<file path="src/verilog/tcmdc_pkg.sv">
// Purpose: constants shared by the tandem connection monitor sink block
// Assumes: 32-bit APB register words, four byte addresses per register word
// Notes: overhead byte bit 1 is the msb, so bit n sits at index 8-n
package tcmdc_pkg;
    localparam logic [7:0] A_CTRL = 8'h00;
    localparam logic [7:0] A_DEG_CFG = 8'h04;
    localparam logic [7:0] A_DEFECTS = 8'h08;
    localparam logic [7:0] A_INT_STATUS = 8'h0c;
    localparam logic [7:0] A_INT_MASK = 8'h10;
    localparam logic [7:0] A_NEAR_EBC = 8'h14;
    localparam logic [7:0] A_FAR_EBC = 8'h18;
    localparam logic [7:0] A_OUT_EBC = 8'h1c;
    localparam logic [7:0] A_SECONDS = 8'h20;
    localparam logic [7:0] A_EXP_TRACE = 8'h24;
    localparam int CTRL_MONITOR = 0;
    localparam int CTRL_TRACE_DIS = 1;
    localparam int CTRL_SRV_REP_EN = 2;
    localparam int CTRL_REMOTE_REP_EN = 3;
    localparam int CTRL_OUT_REP_EN = 4;
    localparam logic [4:0] CTRL_RESET = 5'h00;
    localparam logic [19:0] DEG_CFG_RESET = 20'h30010;
    localparam int REP_UNEQ = 0;
    localparam int REP_LOSS = 1;
    localparam int REP_TRACE = 2;
    localparam int REP_DEG = 3;
    localparam int REP_SRV = 4;
    localparam int REP_REMOTE = 5;
    localparam int REP_OUT = 6;
    localparam int NUM_REP = 7;
    localparam int EBC_W = 32;
    localparam logic [15:0] FAS_PATTERN = 16'hfffe;
    localparam logic [6:0] FAS_LAST = 7'h07;
    localparam logic [6:0] TRACE_FIRST = 7'h08;
    localparam logic [6:0] TRACE_LAST = 7'h47;
    localparam logic [6:0] REMOTE_FRAME = 7'h48;
    localparam logic [6:0] OUTGOING_FRAME = 7'h49;
    localparam logic [6:0] MF_LAST = 7'h4b;
    localparam logic [1:0] FAS_LOSS = 2'h2;
    localparam logic [1:0] TRACE_PERSIST = 2'h3;
    localparam int UNEQ_PERSIST = 5;
    localparam int REMOTE_PERSIST = 5;
    localparam logic [3:0] IEC_MAX = 4'h8;
    typedef enum logic [0:0] {
        ST_OUT_OF_MULTIFRAME = 1'b0,
        ST_IN_MULTIFRAME = 1'b1
    } tcmdc_mf_t;
endpackage

</file>
<file path="src/verilog/tcmdc_pm_if.sv">
// Purpose: carries per-frame events to the one-second counter and results back
// Assumes: all signals on the block clock
// Notes: results change only on the one-second strobe
`timescale 1ns/1ps
interface tcmdc_pm_if;
    import tcmdc_pkg::*;
    logic second;
    logic near_fail;
    logic far_def;
    logic out_def;
    logic near_blk;
    logic far_blk;
    logic out_blk;
    logic [EBC_W-1:0] near_cnt;
    logic [EBC_W-1:0] far_cnt;
    logic [EBC_W-1:0] out_cnt;
    logic [2:0] seconds;
    modport source(output second, near_fail, far_def, out_def, near_blk, far_blk, out_blk,
        input near_cnt, far_cnt, out_cnt, seconds);
    modport counter(input second, near_fail, far_def, out_def, near_blk, far_blk, out_blk,
        output near_cnt, far_cnt, out_cnt, seconds);
endinterface

</file>
<file path="src/verilog/tcmdc_persist.sv">
// Purpose: declares or clears a defect after a run of agreeing samples
// Assumes: i_sample_valid is a one-cycle strobe per sample
// Notes: a disagreeing sample restarts the run
`timescale 1ns/1ps
module tcmdc_persist
    import tcmdc_pkg::*;
#(
    parameter int COUNT = 5
)
(
    input wire logic i_clk,
    input wire logic i_reset_n,
    input wire logic i_sample_valid,
    input wire logic i_sample,
    output logic o_defect
);
    typedef struct packed {
        logic defect;
        logic [3:0] cnt;
    } tcmdc_persist_t;
    tcmdc_persist_t st;
    tcmdc_persist_t next_st;
    always_comb
    begin
        next_st = st;
        if (i_sample_valid)
        begin
            if (i_sample == st.defect)
                next_st.cnt = 4'h0;
            else if (st.cnt == 4'(COUNT - 1))
            begin
                next_st.defect = i_sample;
                next_st.cnt = 4'h0;
            end
            else
                next_st.cnt = st.cnt + 4'h1;
        end
    end
    always_ff @(posedge i_clk or negedge i_reset_n)
    begin
        if (!i_reset_n)
            st <= '0;
        else
            st <= next_st;
    end
    assign o_defect = st.defect;
endmodule // tcmdc_persist

</file>
<file path="src/verilog/tcmdc_pm.sv">
// Purpose: one-second defect seconds and errored block sums
// Assumes: pm.second is a one-cycle strobe
// Notes: an event in the strobe cycle is counted into the closing second
`timescale 1ns/1ps
module tcmdc_pm
    import tcmdc_pkg::*;
(
    input wire logic i_clk,
    input wire logic i_reset_n,
    tcmdc_pm_if.counter pm
);
    typedef struct packed {
        logic [EBC_W-1:0] acc_n;
        logic [EBC_W-1:0] acc_f;
        logic [EBC_W-1:0] acc_o;
        logic [EBC_W-1:0] cnt_n;
        logic [EBC_W-1:0] cnt_f;
        logic [EBC_W-1:0] cnt_o;
        logic [2:0] seen;
        logic [2:0] sec;
    } tcmdc_pm_state_t;
    tcmdc_pm_state_t st;
    tcmdc_pm_state_t next_st;
    logic [EBC_W-1:0] sum_n;
    logic [EBC_W-1:0] sum_f;
    logic [EBC_W-1:0] sum_o;
    logic [2:0] seen_now;
    assign sum_n = st.acc_n + EBC_W'(pm.near_blk);
    assign sum_f = st.acc_f + EBC_W'(pm.far_blk);
    assign sum_o = st.acc_o + EBC_W'(pm.out_blk);
    assign seen_now = st.seen | {pm.out_def, pm.far_def, pm.near_fail};
    always_comb
    begin
        next_st = st;
        next_st.acc_n = sum_n;
        next_st.acc_f = sum_f;
        next_st.acc_o = sum_o;
        next_st.seen = seen_now;
        if (pm.second)
        begin
            next_st.cnt_n = sum_n;
            next_st.cnt_f = sum_f;
            next_st.cnt_o = sum_o;
            next_st.sec = seen_now;
            next_st.acc_n = '0;
            next_st.acc_f = '0;
            next_st.acc_o = '0;
            next_st.seen = 3'h0;
        end
    end
    always_ff @(posedge i_clk or negedge i_reset_n)
    begin
        if (!i_reset_n)
            st <= '0;
        else
            st <= next_st;
    end
    assign pm.near_cnt = st.cnt_n;
    assign pm.far_cnt = st.cnt_f;
    assign pm.out_cnt = st.cnt_o;
    assign pm.seconds = st.sec;
endmodule // tcmdc_pm

</file>
<file path="src/verilog/tcmdc_monitor.sv">
// Purpose: tandem connection monitor sink: defects, correlation, performance
// Assumes: frame inputs and the one-second strobe are on i_clk
// Notes: one frame per i_frame_start; APB answers with zero wait states
// Operation
// - trace mismatch settles within one second
// - server fail forces trace mismatch off
// - management disable keeps trace mismatch off
// - degrade from per-frame parity violation counts
// - remote defect from multiframed remote bit
// - outgoing defect from multiframed outgoing bit
// - trail fail and degrade from defects
// - report unequipped; loss only without unequipped
// - trace report needs no unequipped, loss
// - degrade report needs no trace, loss
// - server fail report needs enable
// - remote report gated by enable, defects
// - outgoing report gated by enable, defects
// - per-second defect seconds and block sums
// - unequipped after five zero bytes, both ways
// - loss of connection while out of multiframe
// - search fifteen ones then zero pattern
// - lose after two bad patterns, regain one
`timescale 1ns/1ps
module tcmdc_monitor
    import tcmdc_pkg::*;
(
    input wire logic i_clk,
    input wire logic i_reset_n,
    input wire logic i_psel,
    input wire logic i_penable,
    input wire logic i_pwrite,
    input wire logic [7:0] i_paddr,
    input wire logic [31:0] i_pwdata,
    output logic [31:0] o_prdata,
    output logic o_pready,
    output logic o_pslverr,
    input wire logic i_frame_start,
    input wire logic [7:0] i_tc_byte,
    input wire logic [3:0] i_bip_count,
    input wire logic i_incoming_server_fail,
    input wire logic i_one_second,
    output logic o_trail_signal_fail,
    output logic o_trail_signal_degrade,
    output logic o_irq
);
    typedef struct packed {
        tcmdc_mf_t mf;
        logic [6:0] mf_cnt;
        logic [15:0] fas_sr;
        logic [1:0] fas_err;
        logic trace_diff;
        logic tim;
        logic [1:0] tim_cnt;
        logic [15:0] deg_acc;
        logic [3:0] deg_cnt;
        logic deg;
        logic tsf;
        logic tsd;
        logic irq;
        logic [4:0] ctrl;
        logic [19:0] deg_cfg;
        logic [127:0] exp_trace;
        logic [NUM_REP-1:0] int_status;
        logic [NUM_REP-1:0] int_mask;
        logic [NUM_REP-1:0] prev_rep;
        logic [31:0] rdata;
    } tcmdc_state_t;
    localparam tcmdc_state_t ST_RESET = '{mf: ST_OUT_OF_MULTIFRAME, ctrl: CTRL_RESET,
        deg_cfg: DEG_CFG_RESET, default: '0};

    tcmdc_state_t st;
    tcmdc_state_t next_st;
    tcmdc_pm_if pm_bus();

    logic [15:0] new_sr;
    logic [6:0] trace_idx;
    logic [127:0] exp_shift;
    logic pair_diff;
    logic in_mf;
    logic ltc;
    logic uneq;
    logic rdi;
    logic odi;
    logic mon;
    logic tsf_now;
    logic [3:0] iec;
    logic [3:0] iec_eff;
    logic [16:0] deg_sum;
    logic deg_bad;
    logic [NUM_REP-1:0] rep;
    logic [NUM_REP-1:0] w1c;
    logic apb_setup;
    logic apb_write;
    logic [31:0] rd_data;
    logic rd_hit;

    assign new_sr = {st.fas_sr[13:0], i_tc_byte[1:0]};
    assign trace_idx = st.mf_cnt - TRACE_FIRST;
    assign exp_shift = st.exp_trace >> {trace_idx, 1'b0};
    assign pair_diff = exp_shift[1:0] != i_tc_byte[1:0];
    assign in_mf = st.mf == ST_IN_MULTIFRAME;
    assign ltc = !in_mf;
    assign mon = st.ctrl[CTRL_MONITOR];
    assign iec = i_tc_byte[7:4];
    // codes above eight carry no error count
    assign iec_eff = (iec > IEC_MAX) ? 4'h0 : iec;
    assign deg_sum = {1'b0, st.deg_acc} + {13'h0, i_bip_count};
    assign deg_bad = st.deg_acc >= st.deg_cfg[15:0];
    assign tsf_now = i_incoming_server_fail | uneq | st.tim | ltc;

    tcmdc_persist #(
        .COUNT(UNEQ_PERSIST)
    ) u_uneq (
        .i_clk(i_clk),
        .i_reset_n(i_reset_n),
        .i_sample_valid(i_frame_start),
        .i_sample(i_tc_byte == 8'h00),
        .o_defect(uneq)
    );

    tcmdc_persist #(
        .COUNT(REMOTE_PERSIST)
    ) u_remote (
        .i_clk(i_clk),
        .i_reset_n(i_reset_n),
        .i_sample_valid(i_frame_start && in_mf && st.mf_cnt == REMOTE_FRAME),
        .i_sample(i_tc_byte[0]),
        .o_defect(rdi)
    );

    tcmdc_persist #(
        .COUNT(REMOTE_PERSIST)
    ) u_outgoing (
        .i_clk(i_clk),
        .i_reset_n(i_reset_n),
        .i_sample_valid(i_frame_start && in_mf && st.mf_cnt == OUTGOING_FRAME),
        .i_sample(i_tc_byte[1]),
        .o_defect(odi)
    );

    assign pm_bus.second = i_one_second;
    assign pm_bus.near_fail = st.tsf;
    assign pm_bus.far_def = rdi;
    assign pm_bus.out_def = odi;
    assign pm_bus.near_blk = i_frame_start && (i_bip_count != iec_eff);
    // remote error bits mean nothing until the multiframe is found
    assign pm_bus.far_blk = i_frame_start && in_mf && i_tc_byte[3];
    assign pm_bus.out_blk = i_frame_start && in_mf && i_tc_byte[2];

    tcmdc_pm u_pm (
        .i_clk(i_clk),
        .i_reset_n(i_reset_n),
        .pm(pm_bus.counter)
    );

    assign rep[REP_UNEQ] = mon & uneq;
    assign rep[REP_LOSS] = mon & ~uneq & ltc;
    assign rep[REP_TRACE] = mon & ~uneq & ~ltc & st.tim;
    assign rep[REP_DEG] = mon & ~st.tim & ~ltc & st.deg;
    assign rep[REP_SRV] = mon & i_incoming_server_fail & st.ctrl[CTRL_SRV_REP_EN];
    assign rep[REP_REMOTE] = mon & ~uneq & ~st.tim & ~ltc & rdi
        & st.ctrl[CTRL_REMOTE_REP_EN];
    assign rep[REP_OUT] = mon & ~uneq & ~st.tim & ~ltc & odi
        & st.ctrl[CTRL_OUT_REP_EN];

    assign apb_setup = i_psel && !i_penable;
    assign apb_write = i_psel && i_penable && i_pwrite;
    assign w1c = (apb_write && i_paddr == A_INT_STATUS) ? i_pwdata[NUM_REP-1:0] : '0;

    always_comb
    begin
        rd_hit = 1'b1;
        rd_data = 32'h0;
        case (i_paddr)
            A_CTRL: rd_data = {27'h0, st.ctrl};
            A_DEG_CFG: rd_data = {12'h0, st.deg_cfg};
            A_DEFECTS: rd_data = {17'h0, rep, 1'b0, i_incoming_server_fail, odi, rdi,
                st.deg, st.tim, ltc, uneq};
            A_INT_STATUS: rd_data = {25'h0, st.int_status};
            A_INT_MASK: rd_data = {25'h0, st.int_mask};
            A_NEAR_EBC: rd_data = pm_bus.near_cnt;
            A_FAR_EBC: rd_data = pm_bus.far_cnt;
            A_OUT_EBC: rd_data = pm_bus.out_cnt;
            A_SECONDS: rd_data = {29'h0, pm_bus.seconds};
            A_EXP_TRACE: rd_data = st.exp_trace[31:0];
            A_EXP_TRACE + 8'h04: rd_data = st.exp_trace[63:32];
            A_EXP_TRACE + 8'h08: rd_data = st.exp_trace[95:64];
            A_EXP_TRACE + 8'h0c: rd_data = st.exp_trace[127:96];
            default: rd_hit = 1'b0;
        endcase
    end

    always_comb
    begin
        next_st = st;
        if (i_frame_start)
        begin
            next_st.fas_sr = new_sr;
            next_st.deg_acc = deg_sum[16] ? 16'hffff : deg_sum[15:0];
            if (!in_mf)
            begin
                // search shifts one bit pair per frame
                if (new_sr == FAS_PATTERN)
                begin
                    next_st.mf = ST_IN_MULTIFRAME;
                    next_st.mf_cnt = TRACE_FIRST;
                    next_st.fas_err = 2'h0;
                    next_st.trace_diff = 1'b0;
                end
            end
            else
            begin
                next_st.mf_cnt = (st.mf_cnt == MF_LAST) ? 7'h00 : st.mf_cnt + 7'h01;
                if (st.mf_cnt == FAS_LAST)
                begin
                    if (new_sr == FAS_PATTERN)
                        next_st.fas_err = 2'h0;
                    else if (st.fas_err + 2'h1 == FAS_LOSS)
                    begin
                        next_st.mf = ST_OUT_OF_MULTIFRAME;
                        next_st.fas_err = 2'h0;
                    end
                    else
                        next_st.fas_err = st.fas_err + 2'h1;
                end
                if (st.mf_cnt >= TRACE_FIRST && st.mf_cnt < TRACE_LAST)
                    next_st.trace_diff = st.trace_diff | pair_diff;
                if (st.mf_cnt == TRACE_LAST)
                begin
                    next_st.trace_diff = 1'b0;
                    // a few multiframes of agreement, far below one second
                    if ((st.trace_diff | pair_diff) == st.tim)
                        next_st.tim_cnt = 2'h0;
                    else if (st.tim_cnt == TRACE_PERSIST - 2'h1)
                    begin
                        next_st.tim = ~st.tim;
                        next_st.tim_cnt = 2'h0;
                    end
                    else
                        next_st.tim_cnt = st.tim_cnt + 2'h1;
                end
            end
        end
        if (i_incoming_server_fail || st.ctrl[CTRL_TRACE_DIS])
        begin
            next_st.tim = 1'b0;
            next_st.tim_cnt = 2'h0;
        end
        if (i_one_second)
        begin
            next_st.deg_acc = i_frame_start ? {12'h0, i_bip_count} : 16'h0;
            if (deg_bad == st.deg)
                next_st.deg_cnt = 4'h0;
            else if (st.deg_cnt + 4'h1 >= st.deg_cfg[19:16])
            begin
                next_st.deg = deg_bad;
                next_st.deg_cnt = 4'h0;
            end
            else
                next_st.deg_cnt = st.deg_cnt + 4'h1;
        end
        next_st.tsf = tsf_now;
        next_st.tsd = st.deg;
        // a new report wins over a clear in the same cycle
        next_st.prev_rep = rep;
        next_st.int_status = (st.int_status & ~w1c) | (rep & ~st.prev_rep);
        next_st.irq = |(st.int_status & st.int_mask);
        if (apb_setup)
            next_st.rdata = rd_data;
        if (apb_write)
        begin
            case (i_paddr)
                A_CTRL: next_st.ctrl = i_pwdata[4:0];
                A_DEG_CFG: next_st.deg_cfg = i_pwdata[19:0];
                A_INT_MASK: next_st.int_mask = i_pwdata[NUM_REP-1:0];
                A_EXP_TRACE: next_st.exp_trace[31:0] = i_pwdata;
                A_EXP_TRACE + 8'h04: next_st.exp_trace[63:32] = i_pwdata;
                A_EXP_TRACE + 8'h08: next_st.exp_trace[95:64] = i_pwdata;
                A_EXP_TRACE + 8'h0c: next_st.exp_trace[127:96] = i_pwdata;
                default: next_st.rdata = st.rdata;
            endcase
        end
    end

    always_ff @(posedge i_clk or negedge i_reset_n)
    begin
        if (!i_reset_n)
            st <= ST_RESET;
        else
            st <= next_st;
    end

    assign o_prdata = st.rdata;
    assign o_pready = 1'b1;
    assign o_pslverr = i_psel && i_penable && !rd_hit;
    assign o_trail_signal_fail = st.tsf;
    assign o_trail_signal_degrade = st.tsd;
    assign o_irq = st.irq;
endmodule // tcmdc_monitor

</file>
<file path="config.mk">
export PLATFORM = sky130hd
export DESIGN_NAME = tcmdc_monitor
export DESIGN_NICKNAME = d
export VERILOG_FILES = /design/src/verilog/tcmdc_pkg.sv /design/src/verilog/tcmdc_pm_if.sv /design/src/verilog/tcmdc_persist.sv /design/src/verilog/tcmdc_pm.sv /design/src/verilog/tcmdc_monitor.sv
export SDC_FILE = /design/constraint.sdc
export NUM_CORES = 1
export LEC_CHECK = 0
export BUFFER_PORTS_ARGS = -buffer_cell sky130_fd_sc_hd__buf_2
export CORE_ASPECT_RATIO = 1.4
export CORE_MARGIN = 1
export CORE_UTILIZATION = 30
export CTS_CLUSTER_SIZE = 28
export DETAILED_ROUTE_END_ITERATION = 6
export GPL_TIMING_DRIVEN = 0
export PLACE_DENSITY = 0.52
export SLEW_MARGIN = 20
export SYNTH_ARGS = -nofsm -noshare
export SYNTH_HDL_FRONTEND = slang
export SYNTH_SLANG_ARGS = --single-unit
</file>
<file path="constraint.sdc">
create_clock -name i_clk -period 4.1 [get_ports i_clk]
set_clock_uncertainty 0.1 [all_clocks]
set_input_delay 0.82 -clock i_clk [delete_from_list [all_inputs] [get_ports i_clk]]
set_output_delay 0.82 -clock i_clk [all_outputs]
set_load 0.05 [all_outputs]
</file>
### Word-level counts from Yosys, hierarchy flattened

Index checks and enable logic that the tools add are counted.

* register bits: 471

* add/sub/neg operators: 12
* magnitude comparators: 5
* eq/ne operators: 34
* shifts and indexed selects: 1
* multiplexer cells: 41
* bitwise operators: 33
* reductions and logical operators: 43

Operator list (count)
* $pmux 32 s13: 1
* $mux 198: 1
* $shr 128x8->2: 1
* $add 32x1->32: 3
* $mux 32: 3
* $mux 4: 11
* $eq 8x6->1 const B: 5
* $eq 8x5->1 const B: 4
* $eq 7x7->1 const B: 4
* $and 7x7->7: 3
* $mux 21: 1
* $reduce_and 3->1: 7
* $mux 19: 1
* $add 16x4->17: 1
* $add 4x1->4 const B: 4
* $and 1x1->1: 16
* $eq 16x16->1 const B: 1
* $eq 8x4->1 const B: 2
* $ge 16x16->1: 1
* $logic_not 8->1: 2
* $mux 16: 1
* $mux 8: 2
* $reduce_and 2->1: 8
* $mux 7: 2
* 32 further kinds: 84

### Longest topological paths before layout

Gate-level depths: netlist (run 1).

* word-level depth: 10
* gate-level depth with buffers: 15

### Cells and area by module

Synthesis (run 1) repeated with hierarchy kept, for this count alone.

* cell total of the unflattened synthesis: 2249
* area total of the unflattened synthesis: 24362.1 µm²

By module, submodules not included
* tcmdc_monitor: instances 1, cells an instance 1196, area each 13970.9 µm², sequential area each 6459.9 µm²
* tcmdc_pm: instances 1, cells an instance 972, area each 9557.9 µm², sequential area each 4954.8 µm²
* tcmdc_persist: instances 3, cells an instance 27, area each 277.8 µm², sequential area each 125.1 µm²

### Worst setup path after synthesis (run 1)

No wires, ideal clock.

* kind: in2out
* start point: input i_paddr[7]
* end point: output o_pslverr
* arrival: 3.162 ns
* data required time: 3.180 ns
* slack: 0.018 ns
* cell stages on the path: 5
* path through: nor2_1 -> nand3b_1 -> nor2_1 -> or4_1 -> nor4_1

* cells in the longest elaborated chain, start to end: 5
* elaborated cells between the ends (all ways): 17

Ends and longest elaborated chain
* start, declared: line tcmdc_monitor.sv:32 `input wire logic [7:0] i_paddr,`
* $eq 8x4->1 (tied with other cells): line tcmdc_monitor.sv:174 `case (i_paddr)`
* $reduce_or 13->1 (no line) *
* $mux 1 *: line tcmdc_monitor.sv:174
* $logic_not 1->1 *: line tcmdc_monitor.sv:295 `assign o_pslverr = i_psel && i_penable && !rd_hit;`
* $logic_and 1x1->1 *: line tcmdc_monitor.sv:295
* end, declared: line tcmdc_monitor.sv:36 `output logic o_pslverr,`

Every way passes the cells marked *; elsewhere a longest branch is shown, timed or not.

### Worst setup path in the final report (run 1)

* start point: input i_paddr[1]
* end point: output o_pslverr

Same word-level chain as after synthesis.

==> results of run 1 <==
## cells in the mapped netlist (all sizes together) (12+ instances only)
cell | count | area [µm²]
dfrtp | 468 | 11700
nor2 | 286 | 1080
mux2 | 193 | 2170
a21oi | 120 | 601
nand2 | 117 | 439
clkbuf | 80 | 300
xor2 | 64 | 561
buf | 62 | 430
nand3 | 62 | 315
inv | 53 | 199
a22oi | 46 | 345
o21ai | 46 | 230
ha | 43 | 538
and3 | 41 | 257
xnor2 | 41 | 359
a221oi | 38 | 352
a22o | 36 | 315
a31oi | 27 | 175
mux2i | 27 | 270
nand4 | 24 | 150
a222oi | 23 | 230
mux4 | 16 | 375
nor3 | 16 | 80.1
a21o | 15 | 113
nor2b | 13 | 81.3
nand3b | 12 | 103
## cells by family (layout without fill, tap and decap cells)
group / after synthesis / after routing / synth area share [%]
AND/OR/NAND/NOR: 610 / 610 / 12.3
XOR/XNOR: 105 / 105 / 4.04
buffers and inverters: 195 / 375 / 4.09
multiplexers: 236 / 236 / 12.4
other: 1 / 4 / 0.0165
adder cells (fa/ha/maj): 44 / 44 / 2.45
flip-flops: 471 / 471 / 51.8
AO/OA/AOI/OAI: 422 / 422 / 12.9
## timing repair
item	4_1_cts	5_1_grt
buffers inserted	0	2
setup endpoints to repair	80	25
resized for setup	15	9
pin swaps	0	1
## layout make-up
class	instances	area share, %
diodes	3	0.0287
plain buffers	142	2.83
clock buffers	64	5.20
clock inverters	17	0.650
well taps	968	4.63
multi-input cells	1418	38.5
flip-flops and latches	471	45.0
inverters	53	0.760
repair buffers	99	2.38
## worst paths after layout
path | from | to | slack, ps | depth (start not counted)
min | i_reset_n | o_prdata[13] | 90 | 1
max reg2reg | in_mf | u_pm.pm.out_cnt[31] | 320 | 10
min reg2reg | st[33] | st[47] | 330 | 1
max in group asynchronous | i_reset_n | new_sr[4] | 2450 | 3
min in group i_clk | st[33] | st[47] | 330 | 1
max | i_paddr[1] | o_pslverr | -30 | 7
## stage by stage
step	cells	setup slack, ps
after floorplan	2084	18.0
after global placement	3144	-7680
after detailed placement	3149	-1320
after CTS	3230	1.50
after global routing	3234	-18.0
final	3235	-29.1
## metal layers
layer	vias to the layer above	track usage [%]	wire (µm)
met5	-	0	49
li1	7805	-	-
met1	9009	22.7	29600
met2	638	38.2	41900
met3	203	3.22	4250
met4	8	12.4	5060
## power by group
group | leakage [µW] | total, µW | internal (µW) | switching [µW]
sequential | 0.00627 | 5150 | 4890 | 256
clock | 0.000752 | 4420 | 2510 | 1920
combinational | 0.00480 | 2060 | 733 | 1330
total | 0.0118 | 11600 | 8130 | 3500
## worst max-delay path, delay by kind of cell
| family | cells | cell delay [ps] |
|---|---|---|
| AND/OR/NAND/NOR | 3 | 1140 |
| buffers and inverters | 4 | 1220 |
## layout by cell type (no fill, tap or decap), types with 11 or more instances in the layout
master,netlist,layout
a31oi_1,26,26
mux4_2,12,12
nand3b_1,11,11
nor3_1,16,15
clkbuf_1,80,80
nand2_1,117,117
buf_4,34,36
nor2b_1,13,13
a221oi_1,35,35
a22oi_1,46,46
dfrtp_1,468,468
and3_1,41,40
o21ai_0,46,46
nor2_1,285,279
inv_1,53,53
a222oi_1,23,23
buf_1,19,19
mux2_2,193,193
nand3_1,61,61
a22o_1,36,36
xor2_1,64,63
ha_1,43,43
a21oi_1,120,120
mux2i_1,27,27
a21o_1,15,15
xnor2_1,41,41
buf_2,3,96
clkbuf_16,0,49
nand4_1,24,24
## flip-flops by register name (all words and copies together), names as in the netlist, 3 cells and up
signal            flops
st                  206
u_pm.st              99
o_prdata             32
u_pm.pm.far_cnt      32
u_pm.pm.near_cnt     32
u_pm.pm.out_cnt      32
new_sr               14
u_outgoing.st         4
u_remote.st           4
u_uneq.st             4
u_pm.pm.seconds       3
==> results.sh, run 1 <==
export IMPL_status="finished with violations"
export IMPL_violations="setup timing"
export IMPL_totalNegativeSetupSlack_ps=-29.1
export IMPL_rows=119
export IMPL_cp_start_kind="primary input"
export IMPL_ys_flop_type="dfrtp_1"
export IMPL_viasPerCell=5.46
export IMPL_synth_fp_nets=2188
export IMPL_design_area_mm2=0.0262
export IMPL_dieArea_mm2=0.0770
export IMPL_fmax_mhz=242
export IMPL_grt_antenna_before_repair=8
export IMPL_grt_pass1_wl_um=120000
export IMPL_vias=17700
export IMPL_power_total_uw=11600
export IMPL_grt_use_total_pct=20.9
export IMPL_cpMaxStageDelayCell="or4_1"
export IMPL_netlist_instances=2084
export IMPL_synth_distinct_cells=72
export IMPL_gr_total_overflow=0
export IMPL_place_area_mm2=0.0246
export IMPL_end_kind="output pin"
export IMPL_layout_min_cycle_time_ps=4130
export IMPL_gp_congestion=0.942
export IMPL_leakagePower_uw=0.0118
export IMPL_cts_made_buffers=47
export IMPL_clockBufferDepth=3
export IMPL_crit_path_max_fanout=10
export IMPL_drive_above_1_share_pct=19.8
export IMPL_async_flop_share_pct=100
export IMPL_antenna_left=0
export IMPL_dieHeight_um=328
export IMPL_max_cap_violations=0
export IMPL_start_util_pct=30.3
export IMPL_nNetsFinal=2336
export IMPL_final_util_pct=34.8
export IMPL_path_clk_slew_ps=70
export IMPL_worst_setup_path_type="primary input to output pin"
export IMPL_syn_area_per_cell_um2=10.9
export IMPL_fin_ws_ps=-29.1
export IMPL_pin_count=97
export IMPL_yosysWarnings=0
export IMPL_worst_pin_slew_ps=1130
export IMPL_root_buffer="clkbuf_16"
export IMPL_insertion_delay_ps=580
export IMPL_setup_violations=1
export IMPL_syn_area_mm2=0.0228
export IMPL_firstDrtPassIters=6
export IMPL_synth_edf_count=0
export IMPL_register_area_mm2=0.0118
export IMPL_power_density_mw_per_mm2=444
export IMPL_final_hold_viol_count=0
export IMPL_dieWidth_um=235
export IMPL_syn_to_final_growth_pct=15.1
export IMPL_slew_headroom_pct=24.5
export IMPL_grt_max_degree=97
export IMPL_final_fill_count=7423
export IMPL_cts_hold_buf=0
export IMPL_slew_viol_final=0
export IMPL_synth_seq_area_share_pct=51.8
export IMPL_drt_initial_drc_count=1519
export IMPL_slowest_delay_ps=640
export IMPL_grt_pass1_vias=18300
export IMPL_wl_per_cell_um=25.0
export IMPL_cts_tree="done"
export IMPL_cp_required_ps=3180
export IMPL_whs_ps=87.2
export IMPL_core_area_mm2=0.0752
export IMPL_cts_sinks=471
export IMPL_htreeDepth=2
export IMPL_routed_wl_um=80900
export IMPL_min_period_over_period_pct=101
export IMPL_multi_input_area_mm2=0.0101
export IMPL_io_buffers=92
export IMPL_hpwl_um=62100
export IMPL_path_cells="buf_2, or4_1, nor2_4, clkbuf_2, clkbuf_2, nor4_1, buf_2"
export IMPL_drc=0
export IMPL_hp_class="primary input to async pin"
export IMPL_synth_seq_cells=471
export IMPL_arrival_ps=3210
export IMPL_irDropWorstVdd_uv=362
(Power assumes the default switching activity.)
==> inputs of run 2 (changes only) <==
Settings changed: PLACE_DENSITY 0.52 to 0.44.
==> results.sh, run 2 (synthesis gave the netlist of run 1 again) <==
export IMPL_max_cap_violations=0
export IMPL_min_period_over_period_pct=98.7
export IMPL_grt_antenna_before_repair=8
export IMPL_finalNonFillerCells=3241
export IMPL_drt_initial_drc_count=1382
export IMPL_core_area_mm2=0.0752
export IMPL_rsz0062_at_grt="false"
export IMPL_insertion_delay_ps=630
export IMPL_antenna_left=0
export IMPL_pin_count=97
export IMPL_final_hold_viol_count=0
export IMPL_end_kind="output pin"
export IMPL_cts_sinks=471
export IMPL_dieHeight_um=328
export IMPL_cts_setup_buffers=0
export IMPL_grt_pass1_vias=18000
export IMPL_grt_use_total_pct=21.9
export IMPL_cts_made_buffers=50
export IMPL_dieArea_mm2=0.0770
export IMPL_clockBufferDepth=3
export IMPL_hold_path_depth=1
export IMPL_final_util_pct=34.9
export IMPL_rows=119
export IMPL_design_area_mm2=0.0263
export IMPL_drc=0
export IMPL_path_clk_slew_ps=60
export IMPL_place_ws_ps=-1350
export IMPL_viasPerCell=5.42
export IMPL_regMostFlops="st"
export IMPL_worst_pin_slew_ps=1190
export IMPL_root_buffer="clkbuf_16"
export IMPL_firstDrtPassIters=6
export IMPL_grt_max_degree=99
export IMPL_drive_above_1_share_pct=20.0
export IMPL_slew_headroom_pct=21.0
export IMPL_irDropWorstVdd_uv=310
export IMPL_final_fill_count=7569
export IMPL_slew_viol_final=0
export IMPL_cp_required_ps=3180
export IMPL_nNetsFinal=2338
export IMPL_layout_common_cells="dfrtp_1, nor2_1, mux2_2"
export IMPL_final_common_cell="dfrtp_1"
export IMPL_multi_input_area_mm2=0.0101
export IMPL_io_buffers=92
export IMPL_grt_pass1_wl_um=123000
export IMPL_whs_ps=336
export IMPL_dieWidth_um=235
export IMPL_cp_start_kind="primary input"
export IMPL_crit_path_max_fanout=10
export IMPL_place_inst=3149
export IMPL_num_antenna_cells=0
export IMPL_worst_setup_path_type="primary input to output pin"
export IMPL_routed_wl_um=84400
export IMPL_wl_per_cell_um=26.0
export IMPL_register_area_mm2=0.0118
export IMPL_setup_violations=0
export IMPL_hp_class="flip-flop to flip-flop"
export IMPL_worstRegToRegCells=11
export IMPL_leakagePower_uw=0.0119
export IMPL_htreeDepth=2
export IMPL_gp_congestion=0.934
export IMPL_gr_total_overflow=0
export IMPL_fin_ws_ps=53.2
export IMPL_place_area_mm2=0.0246
export IMPL_reg_top3="st x206, u_pm.st x99"
export IMPL_largest_reg_flops=206
export IMPL_arrival_ps=3130
export IMPL_power_density_mw_per_mm2=452
export IMPL_start_util_pct=30.3
export IMPL_status="finished, final reports clean"
export IMPL_vias=17600
export IMPL_syn_to_final_growth_pct=15.5
export IMPL_hpwl_um=64200
export IMPL_layout_min_cycle_time_ps=4050
export IMPL_cts_tree="done"
export IMPL_fmax_mhz=247
## run 2: cell count changes in the layout (fill, tap and decap cells not counted), sizes merged
cell	delta
diode	-3
inv	+4
clkbuf	+11
buf	-2
clkinv	+1
bufinv	-2
clkinvlp	-4
dlygate4sd3	+1
## run 2: area by class of cell
| class | instances | area share [%] |
|---|---|---|
| sequential | 471 | 44.9 |
| multi-input combinational | 1418 | 38.3 |
| clock buffer | 75 | 5.77 |
| tap | 968 | 4.61 |
| buffer | 142 | 2.83 |
| timing repair buffer | 98 | 2.35 |
| inverter | 53 | 0.757 |
| clock inverter | 16 | 0.500 |
## run 2: per-stage QoR
step	TNS (ps)	power, µW
2_1_floorplan	0	6460
3_3_place_gp	-3822720	7270
3_5_place_dp	-93340	7320
4_1_cts	0	12000
5_1_grt	0	12300
6_report	0	11900
## run 2: per-layer routing
metal | wire, µm | share of wire [%] | global-route usage [%] | up-vias
li1 | - | - | - | 7830
met1 | 32400 | 38 | 25.2 | 8991
met2 | 44200 | 52 | 40.3 | 579
met3 | 4130 | 4.9 | 3.25 | 151
met4 | 3650 | 4.3 | 9.41 | 6
met5 | 30 | 0.036 | 0 | -
## run 2: worst paths after layout
check / to / startpoint / slack, ps
setup / recovery: o_pslverr / i_paddr[1] / 50
hold / removal: st[47] / st[33] / 340
setup reg to reg: st[230] / st[255] / 250
hold reg to reg: st[47] / st[33] / 340
max in group asynchronous: u_pm.pm.near_cnt[7] / i_reset_n / 1670
min in group asynchronous: o_prdata[29] / i_reset_n / 610
## run 2: what timing repair did
| action | CTS | global route |
|---|---|---|
| hold endpoints to repair | 2 | 0 |
| endpoints found under the setup margin | 70 | 14 |
| gates resized for setup | 12 | 9 |
| hold buffers | 1 | 0 |
## run 2: critical path, cell delays in order
cell and delay, ps:
buf_2 100, or4_1 630, nor2_4 350, clkbuf_2 410
buf_2 460, nor4_1 110, buf_2 230
## run 2: power by group
| part | switching [µW] | internal [µW] | total, µW |
|---|---|---|---|
| clock network | 2020 | 2620 | 4650 |
| registers | 261 | 4890 | 5150 |
| logic | 1330 | 733 | 2070 |
| total | 3610 | 8250 | 11900 |
